==> src/hdl/osp_pkg.sv <==
// Constants and carrier types for the oscillator supervisor and power modes.
// Assumes one 250 MHz system clock; the oscillators are seen as sampled levels.
package osp_pkg;

    // ****************************************
    // Timing
    // ****************************************
    localparam int CLK_PERIOD_PS = 4000;
    localparam int STAB_TIME_US = 1000;
    // Least time, rounded up to whole cycles
    localparam int STAB_CYCLES = (STAB_TIME_US * 1000000 + CLK_PERIOD_PS - 1) / CLK_PERIOD_PS;
    localparam int SLOW_DIV = 32;
    localparam int RC_WINDOW = 16;

    // ****************************************
    // Power control register layout
    // ****************************************
    localparam int POWER_CONTROL_REGISTER_IDLE_BIT = 0;
    localparam int POWER_CONTROL_REGISTER_PD_BIT = 1;
    localparam int POWER_CONTROL_REGISTER_SLOW_BIT = 4;
    localparam int POWER_CONTROL_REGISTER_IDLE_CONF_BIT = 5;
    localparam int POWER_CONTROL_REGISTER_PD_CONF_BIT = 6;
    localparam logic [7:0] POWER_CONTROL_REGISTER_RESET = 8'h00;

    // ****************************************
    // Program start addresses
    // ****************************************
    localparam logic [15:0] RESET_VEC = 16'h0000;
    localparam logic [15:0] WAKE_VEC = 16'h007B;

    typedef enum logic [5:0] {
        ST_FAIL = 6'h01,
        ST_STAB = 6'h02,
        ST_RUN = 6'h04,
        ST_IDLE = 6'h08,
        ST_PDOWN = 6'h10,
        ST_WAKE_STAB = 6'h20
    } osp_state_t;

    typedef struct packed {
        logic wrEn;
        logic [7:0] data;
    } osp_power_control_register_wr_t;

    typedef struct packed {
        logic mainOscEn;
        logic rcOscEn;
        logic useRcClk;
        logic cpuClkEn;
        logic periphClkEn;
    } osp_clk_ctl_t;

endpackage

==> src/hdl/osp_freq_compare.sv <==
// Compares main oscillator against the RC oscillator by edge counting.
// Assumes both oscillator levels are synchronous to clk and far slower than it.
`timescale 1ns/100ps
module osp_freq_compare import osp_pkg::*; #(
    parameter int WINDOW = RC_WINDOW
) (
    input wire logic clk,
    input wire logic reset,
    input wire logic ce,
    input wire logic enable,
    input wire logic mainOscLevel,
    input wire logic rcOscLevel,
    output logic mainSlowQ
);

    localparam int CW = $clog2(WINDOW + 2);
    localparam logic [CW-1:0] WIN_LAST = CW'(WINDOW - 1);
    localparam logic [CW-1:0] WIN_FULL = CW'(WINDOW + 1);

    logic mainPrev_q;
    logic rcPrev_q;
    logic [CW-1:0] rcCnt_q;
    logic [CW-1:0] mainCnt_q;

    wire mainEdge = mainOscLevel && !mainPrev_q;
    wire rcEdge = rcOscLevel && !rcPrev_q;
    wire winEnd = rcEdge && (rcCnt_q == WIN_LAST);
    wire mainSat = (mainCnt_q == WIN_FULL);

    always_ff @(posedge clk or posedge reset) begin
        if (reset) begin
            mainPrev_q <= 1'b0;
            rcPrev_q <= 1'b0;
        end else if (ce) begin
            mainPrev_q <= mainOscLevel;
            rcPrev_q <= rcOscLevel;
        end
    end

    // Restart from slow so a fresh start never looks healthy early
    always_ff @(posedge clk or posedge reset) begin
        if (reset) begin
            rcCnt_q <= '0;
            mainCnt_q <= '0;
            mainSlowQ <= 1'b1;
        end else if (ce) begin
            if (!enable) begin
                rcCnt_q <= '0;
                mainCnt_q <= '0;
                mainSlowQ <= 1'b1;
            end else if (winEnd) begin
                rcCnt_q <= '0;
                mainCnt_q <= '0;
                mainSlowQ <= !mainSat;
            end else begin
                if (rcEdge) rcCnt_q <= rcCnt_q + 1'b1;
                if (mainEdge && !mainSat) mainCnt_q <= mainCnt_q + 1'b1;
            end
        end
    end
endmodule

==> src/hdl/osp_supervisor.sv <==
// Oscillator supervisor with idle, power-down and slow-down sequencing.
// Assumes a CPU core that obeys the clock enables, reset and start address.
// Function
// - Slow main oscillator: RC clock, hold reset
// - Healthy again: 1 ms stabilise, start 0000
// - Power-on reset runs from RC clock
// - Pin wake resumes at nominal clock, wake interrupt
// - Both oscillators stopped in power-down, restarted after
// - Wait 1 ms after healthy before wake interrupt
// - Idle gates CPU clock, peripherals keep clock
// - Idle ends on peripheral interrupt or reset
// - Power-down stops all, main oscillator off
// - Power-down entry: write 02H, then 40H
// - Power-down exit: reset or low wake pin
// - Slow-down divides clock by 32
// - Bit 10H enables slow-down, clear restores
// - Slow-down also applies during idle
// - Wake interrupt vectors to 007B, no flag
`timescale 1ns/100ps
module osp_supervisor import osp_pkg::*; #(
    parameter int STAB_CNT = STAB_CYCLES,
    parameter int DIV = SLOW_DIV,
    parameter int WINDOW = RC_WINDOW
) (
    input wire logic clk,
    input wire logic reset,
    input wire logic ce,
    input wire logic mainOscLevel,
    input wire logic rcOscLevel,
    input wire osp_power_control_register_wr_t pconWr,
    input wire logic periphIrq,
    input wire logic wakePinA_n,
    input wire logic wakePinB_n,
    output logic [7:0] pconQ,
    output osp_clk_ctl_t clkCtlQ,
    output logic sysResetQ,
    output logic wakeIrqQ,
    output logic [15:0] startAddrQ,
    output osp_state_t stateQ
);

    // ****************************************
    // Declarations
    // ****************************************
    localparam int SW = $clog2(STAB_CNT + 1);
    localparam logic [SW-1:0] STAB_LAST = SW'(STAB_CNT - 1);
    localparam int DW = $clog2(DIV);
    localparam logic [DW-1:0] DIV_LAST = DW'(DIV - 1);

    osp_state_t state_d;
    osp_clk_ctl_t clkCtl_d;
    logic [SW-1:0] stabCnt_q;
    logic [DW-1:0] divCnt_q;
    logic idleArm_q;
    logic pdArm_q;
    logic [7:0] power_control_register_d;
    logic mainSlow;
    logic tick_d;

    function automatic logic bitOf(input logic [7:0] v, input int pos);
        bitOf = v[pos];
    endfunction

    // ****************************************
    // Decode
    // ****************************************
    wire stFail = (stateQ == ST_FAIL);
    wire stStab = (stateQ == ST_STAB);
    wire stRun = (stateQ == ST_RUN);
    wire stIdle = (stateQ == ST_IDLE);
    wire stPd = (stateQ == ST_PDOWN);
    wire stWake = (stateQ == ST_WAKE_STAB);
    wire wr = pconWr.wrEn && stRun;
    wire wrIdle = wr && bitOf(pconWr.data, POWER_CONTROL_REGISTER_IDLE_BIT);
    wire wrIdleConf = wr && bitOf(pconWr.data, POWER_CONTROL_REGISTER_IDLE_CONF_BIT);
    wire wrPd = wr && bitOf(pconWr.data, POWER_CONTROL_REGISTER_PD_BIT);
    wire wrPdConf = wr && bitOf(pconWr.data, POWER_CONTROL_REGISTER_PD_CONF_BIT);
    wire enterPd = wrPdConf && pdArm_q;
    wire enterIdle = wrIdleConf && idleArm_q && !enterPd;
    wire wakePin = !wakePinA_n || !wakePinB_n;
    wire stabDone = (stabCnt_q == STAB_LAST);
    wire slowMode = pconQ[POWER_CONTROL_REGISTER_SLOW_BIT];
    wire leaveWake = stWake && stabDone && !mainSlow;
    wire leaveStab = stStab && stabDone && !mainSlow;

    // ****************************************
    // Frequency comparison
    // ****************************************
    // Disabled in power-down, so it restarts slow on wake
    osp_freq_compare #(
        .WINDOW(WINDOW)
    ) u_compare (
        .clk(clk),
        .reset(reset),
        .ce(ce),
        .enable(!stPd),
        .mainOscLevel(mainOscLevel),
        .rcOscLevel(rcOscLevel),
        .mainSlowQ(mainSlow)
    );

    // ****************************************
    // Mode sequencing
    // ****************************************
    always_comb begin
        state_d = stateQ;
        case (stateQ)
            ST_FAIL: begin
                if (!mainSlow) state_d = ST_STAB;
            end
            ST_STAB: begin
                if (mainSlow) state_d = ST_FAIL;
                else if (stabDone) state_d = ST_RUN;
            end
            ST_RUN: begin
                if (mainSlow) state_d = ST_FAIL;
                else if (enterPd) state_d = ST_PDOWN;
                else if (enterIdle) state_d = ST_IDLE;
            end
            ST_IDLE: begin
                if (mainSlow) state_d = ST_FAIL;
                else if (periphIrq) state_d = ST_RUN;
            end
            ST_PDOWN: begin
                if (wakePin) state_d = ST_WAKE_STAB;
            end
            ST_WAKE_STAB: begin
                // Counter holds at zero until the main oscillator wins
                if (leaveWake) state_d = ST_RUN;
            end
            default: state_d = ST_FAIL;
        endcase
    end

    // ****************************************
    // Power control register
    // ****************************************
    always_comb begin
        power_control_register_d = pconQ;
        if (wr) power_control_register_d = pconWr.data;
        if (state_d != ST_IDLE) begin
            power_control_register_d[POWER_CONTROL_REGISTER_IDLE_BIT] = 1'b0;
            power_control_register_d[POWER_CONTROL_REGISTER_IDLE_CONF_BIT] = 1'b0;
        end
        if (state_d != ST_PDOWN) begin
            power_control_register_d[POWER_CONTROL_REGISTER_PD_BIT] = 1'b0;
            power_control_register_d[POWER_CONTROL_REGISTER_PD_CONF_BIT] = 1'b0;
        end
    end

    // ****************************************
    // Clock controls, registered from next state
    // ****************************************
    assign tick_d = !slowMode || (divCnt_q == DIV_LAST);
    assign clkCtl_d.mainOscEn = (state_d != ST_PDOWN);
    assign clkCtl_d.rcOscEn = (state_d != ST_PDOWN);
    // RC clock stands in until the main oscillator is proven healthy
    assign clkCtl_d.useRcClk = (state_d == ST_FAIL) || ((state_d == ST_WAKE_STAB) && mainSlow);
    assign clkCtl_d.cpuClkEn = (state_d == ST_RUN) && tick_d;
    assign clkCtl_d.periphClkEn = ((state_d == ST_RUN) || (state_d == ST_IDLE)) && tick_d;

    always_ff @(posedge clk or posedge reset) begin
        if (reset) begin
            stateQ <= ST_FAIL;
            clkCtlQ <= '0;
            sysResetQ <= 1'b1;
        end else if (ce) begin
            stateQ <= state_d;
            clkCtlQ <= clkCtl_d;
            sysResetQ <= (state_d == ST_FAIL) || (state_d == ST_STAB);
        end
    end

    always_ff @(posedge clk or posedge reset) begin
        if (reset) begin
            pconQ <= POWER_CONTROL_REGISTER_RESET;
            idleArm_q <= 1'b0;
            pdArm_q <= 1'b0;
        end else if (ce) begin
            pconQ <= power_control_register_d;
            // Any other write breaks a two-write sequence
            if (wr) idleArm_q <= wrIdle;
            if (wr) pdArm_q <= wrPd;
        end
    end

    always_ff @(posedge clk or posedge reset) begin
        if (reset) begin
            stabCnt_q <= '0;
            divCnt_q <= '0;
        end else if (ce) begin
            if ((stStab || stWake) && !mainSlow && !stabDone) stabCnt_q <= stabCnt_q + 1'b1;
            else if (!(stStab || stWake) || mainSlow) stabCnt_q <= '0;
            divCnt_q <= slowMode ? divCnt_q + 1'b1 : '0;
        end
    end

    // Wake interrupt has no request flag: a single pulse only
    always_ff @(posedge clk or posedge reset) begin
        if (reset) begin
            wakeIrqQ <= 1'b0;
            startAddrQ <= RESET_VEC;
        end else if (ce) begin
            wakeIrqQ <= leaveWake;
            if (leaveWake) startAddrQ <= WAKE_VEC;
            else if (leaveStab || stFail) startAddrQ <= RESET_VEC;
        end
    end
endmodule

==> config.mk <==
export PLATFORM = sky130hd
export DESIGN_NAME = osp_supervisor
export DESIGN_NICKNAME = d
export VERILOG_FILES = /design/src/hdl/osp_pkg.sv /design/src/hdl/osp_freq_compare.sv /design/src/hdl/osp_supervisor.sv
export SDC_FILE = /design/constraint.sdc
export NUM_CORES = 1
export LEC_CHECK = 0
export ABC_AREA = 1
export BUFFER_PORTS_ARGS = -buffer_cell sky130_fd_sc_hd__buf_2
export CORE_MARGIN = 2
export CORE_UTILIZATION = 57
export CTS_BUF_LIST = sky130_fd_sc_hd__clkbuf_16
export CTS_CLUSTER_SIZE = 12
export DETAILED_ROUTE_END_ITERATION = 10
export PLACE_DENSITY = 0.9
export SKIP_LAST_GASP = 1
export SYNTH_ARGS = -nofsm -noshare
export SYNTH_HDL_FRONTEND = slang
export SYNTH_HIERARCHICAL = 1
export SYNTH_SLANG_ARGS = --single-unit
==> constraint.sdc <==
create_clock -name clk -period 2.2 [get_ports clk]
set_input_delay 0.22 -clock clk [delete_from_list [all_inputs] [get_ports clk]]
set_output_delay 0.22 -clock clk [all_outputs]
set_load 0.005 [all_outputs]
Yosys cells after proc, flatten, opt, wreduce, memory -nomap -nowiden --
Index checks and enable logic that the tools add are counted.
Storage, ports and cells: bits in latches 0, memories kept 0, flip-flop bits (word level) 74, bits of input ports 17, bits in read-only memories 0, output and inout port bits 37, RAM bits 0, logic and storage cells 124
Cells by class: shifts and indexed selects 0, bitwise logic cells 0, muxes and demuxes 29, reductions and logical operators 54, div/mod/pow operators 0, add/subtract/negate cells 4, equal/unequal tests 17, order comparisons 0, multipliers 0
Operators by type and width (number):
- $mux W6 | 10
- $mux W18 | 2
- $pmux W6 S6 | 1
- $mux W5 | 7
- $mux W16 | 2
- $logic_and A1 B1 Y1 | 21
- $add A18 B1 Y18 const B | 1
- $eq A18 B18 Y1 const B | 1
- $reduce_and A2 Y1 | 8
- $add A5 B1 Y5 const B | 3
- $eq A6 B1 Y1 const B | 2
- $eq A6 B2 Y1 const B | 2
- $eq A6 B3 Y1 const B | 2
- $eq A6 B4 Y1 const B | 2
- $eq A6 B6 Y1 const B | 2
- $eq A5 B5 Y1 const B | 2
- $logic_not A1 Y1 | 10
- $reduce_bool A2 Y1 | 5
- $logic_or A1 B1 Y1 | 8
- $mux W7 | 1
- $eq A6 B5 Y1 const B | 1
- $mux W1 | 6
- $ne A6 B4 Y1 const B | 1
- $ne A6 B5 Y1 const B | 1
- 2 further kinds | 3

Logic depth before layout (Yosys ltp) --
depth after elaboration 13, gate-level depth with buffers 12, mapped depth without buffers 11

Cells and area by module --
The synthesis kept the hierarchy.
By module, submodules not included:
- osp_supervisor | instances 1, cells an instance 401, area an instance 2904.0 um2, sequential area each 1153.6 um2
- osp_freq_compare | instances 1, cells an instance 84, area an instance 691.9 um2, sequential area each 326.6 um2

Worst setup path after synthesis --
OpenSTA, ideal clock, no wires.
path type flip-flop to flip-flop, start point reg stabCnt_q[0], end point reg stabCnt_q[15], data required time 2.082 ns, clock period less this slack 1.610 ns, arrival 1.493 ns, setup slack 0.590 ns, path buffers 1, setup time 0.118 ns, cell stages (with the launch flop) 13, cell sequence dfrtp_1 ha_1 nand2_2 nor2_4 inv_2 nor2_2 nand3_1 nand2_2 nor2_4 clkinv_2 buf_6 nand2_1 o21ai_2
Between the ends: longest elaborated chain between the ends 5, elaborated cells between the ends (all ways) 7, those cells by class add/sub (1); eq/ne (1); mux (1); reduce/logical (4)
RTL lines:
- start: declaration | RTL line osp_supervisor.sv:52 | logic [SW-1:0] stabCnt_q;
- start signal: assignment | RTL line osp_supervisor.sv:192 | if ((stStab || stWake) && !mainSlow && !stabDone) stabCnt_q <= stabCnt_q + 1'b1;
- branches (longest 5 deep; another with $add A18 B1 Y18)
Several ways; the timed one is not identified. A chain may end at the register's enable or synchronous reset.

Final worst setup path --
start point reg stabCnt_q[0], end point reg stabCnt_q[3]
The elaborated chain is that of the path after synthesis.

==> results.tsv <==
metric	value	unit
drv_cap	0	
clock_sinks	59	
hold_path_end	pconQ[3]	
worstPathCellList	ha_1, nand2_2, nor2_4, inv_2, nor2_2, nand3_1, nand2_2, nor2_4, buf_4, nand2_1, o21ai_1	
cp-end-kind	register	
wire_per_inst	14.12	um
path_clk_slew	0.05	ns
htreeDepth	3	
grt_util_met2	44.35	%
placementRows	28	
drt_iter0_drc	199	
cp.arrival	2.08	ns
worstHoldStart	pconWr[3]	
p_per_area	878.2	nW/um^2
clockPowerShare	43.8	%
ys_top_cells_by_count	nand2_1 (136), dfrtp_1 (56), inv_1 (53)	
cp_slowest_cell	dfrtp_1	
pwr-share-seq	39.1	%
async_flop_share	100.0	%
max_stage_delay	0.40	ns
clockRootBuffer	clkbuf_16	
clock_path_buffers	2	
fillers	483	
status	completed	
drv_slew	0	
hold_viol	0	
synth_top_area_cell	dfrtp_1	
multi_input_area	1739	um^2
clock_skew	0.005470	ns
min_path_cells	3	
synthCells	485	
worstMarginPinSlew	0.5555	ns
grtUsageTotal	25.70	%
route.detailed.drc	0	
max_freq	534.3	MHz
cts_buffers	9	
reg2reg_from	stabCnt_q[0]	
dieWidth	83.43	um
placed_area	3777	um^2
post_cts_resized	0	
maxSlewHeadroom	62.93	%
start_util	59.68	%
critPathLaunch	stabCnt_q[0]	
gp_congestion	1.025	
worst_setup_path_start_kind	register	
grt_pass1_wl	14.24	mm
seq_area_frac_synth	41.16	%
peakVddDrop	663.7	uV
antenna_found_initial	0	
crit_fanout	20	
pwr-share-comb	17.1	%
period_needed	1.872	ns
grt_use_met3	5.964	%
grt_setup_unrepaired	no	
ios	54	
drive_gt1_share	17.70	%
wl	8.556	mm
clkLatencyLatePin	0.33	ns
ys.flop_type	dfrtp_1	
ff2ff_path_depth	11	
synthesis.area	3596	um^2
core_area	6026	um^2
final_area	4120	um^2
synth_most_common_cell	nand2_1	
grt_pass1_vias	3189	
p_leak	0.002100	uW
r2r_end	stabCnt_q[3]	
crit_type	register to register	
synth_area_leaders	dfrtp_1 (39%), nand2_1 (14%), inv_1 (5.5%)	
crit_required	2.41	ns
hp-class	input pin to register	
grt_overflow	0	
synth.top_cell.area_share	38.97	%
swShare	28.78	%
ff_latch_area	1480	um^2
n_antenna_cell	0	
fin_nets	549	
cts_tree	done	
vias_per_cell	5.417	
synth_area_per_cell	7.414	um^2
r2r_slack	0.33	ns
synth-edff-count	0	
busiest_layer	met2	
io_buffers	43	
finalCritPeriodShare	85.07	%
grt.met1_usage	30.14	%
dieArea	6960	um^2
drtAntennaViolNets	0	
dr.pass1.iters	5	
synth-seq-cells	59	
p_int	2577	uW
synth.distinct_cells	36	
yosys_warnings	6	
route.vias.total	3283	
switching_power	1041	uW
finalSetupTns	0	ns
grt_start_max_net_pins	27	
setup_viol	0	
die-height	83.43	um
area_delta_synth_final	14.58	%
place_hpwl	5.926	mm
## flip-flops by register name, indices dropped and copies added (netlist names)
signal / cells
startAddrQ: 1
stabCnt_q: 18
pdArm_q: 1
u_compare/mainSlowQ: 1
u_compare/rcPrev_q: 1
divCnt_q: 5
clkCtlQ: 4
pconQ: 8
idleArm_q: 1
u_compare/rcCnt_q: 5
sysResetQ: 1
u_compare/mainCnt_q: 5
stateQ: 6
u_compare/mainPrev_q: 1
wakeIrqQ: 1
## through the flow
| stage | utilization, % | setup WS, ns | hold slack, ns | std cells | power, uW |
|---|---|---|---|---|---|
| 2_1_floorplan | - | 0.5895 | 0.09624 | 494 | 1858 |
| 3_3_place_gp | 62.69 | 0.4741 | 0.2806 | 589 | 1984 |
| 3_5_place_dp | 62.69 | 0.3811 | 0.2971 | 589 | 2027 |
| 4_1_cts | 68.38 | 0.3503 | 0.08345 | 606 | 3629 |
| 5_1_grt | 68.38 | 0.1711 | 0.09906 | 606 | 3798 |
| 6_report | 68.38 | 0.3284 | 0.09066 | 606 | 3618 |
## per-layer routing
layer | vias up | wire length (um)
met5 | - | 0
met2 | 128 | 4237
met4 | 0 | 263
li1 | 1602 | -
met3 | 27 | 546
met1 | 1526 | 3509
## worst max-delay path, delay by kind of cell, from the launching register on
| family | cells | cell delay [ns] |
|---|---|---|
| flip-flops | 1 | 0.40 |
| AO/OA/AOI/OAI | 1 | 0.07 |
| buffers and inverters | 2 | 0.25 |
| AND/OR/NAND/NOR | 7 | 0.79 |
| adder cells (fa/ha/maj) | 1 | 0.22 |
## area by class of cell
type / count / share of cell area (%)
tap: 75 / 2.278
clock inverter: 7 / 2.612
sequential: 59 / 35.92
timing repair buffer: 49 / 6.377
multi-input combinational: 351 / 42.21
clock buffer: 9 / 5.466
inverter: 56 / 5.132
## power groups by stage
stage / combinational, uW / sequential [uW] / clock, uW
floorplan: 482 / 1380 / 0
global placement: 568 / 1420 / 0
detailed placement: 606 / 1420 / 0
CTS: 617 / 1410 / 1600
global route: 718 / 1430 / 1640
finish: 620 / 1410 / 1580
## cell usage in the layout, fill, tap and decap left out, types with 3 or more instances in the layout
master and instances:
a21oi_1 10, buf_2 43, buf_4 5, bufinv_16 3
clkbuf_16 9, clkinv_2 3, conb_1 10, dfrtp_1 56
dfstp_2 3, ha_1 6, inv_1 53, nand2_1 136
nand2_2 10, nand3_1 31, nand4_1 15, nor2_1 52
nor2_2 6, nor2_4 5, nor3_1 9, o21ai_0 18
o21ai_1 13, xor2_1 16
## worst max-delay path by stage
stage / cells after the start / end
2_1_floorplan: 12 / stabCnt_q[15]
3_3_place_gp: 11 / stabCnt_q[9]
3_5_place_dp: 10 / stabCnt_q[9]
4_1_cts: 11 / stabCnt_q[9]
5_1_grt: 10 / stabCnt_q[9]
6_report: 11 / stabCnt_q[3]
## cell families (layout without fill, tap and decap cells)
kind of cell	count (synthesis)	after routing	synth area share (%)
AOI/OAI and AO/OA	47	47	7.237
and+or+nand+nor	270	270	33.61
adders and majority gates	6	6	2.088
other	1	10	0.1043
DFF	59	59	41.16
xor gates and xnor gates	18	18	4.384
buffers and inverters	84	121	11.41
## repair_timing
action	4_1_cts	5_1_grt
setup buffers	0	0
hold buffers	1	0
hold endpoints to repair	34	0
(Power assumes the default switching activity.)
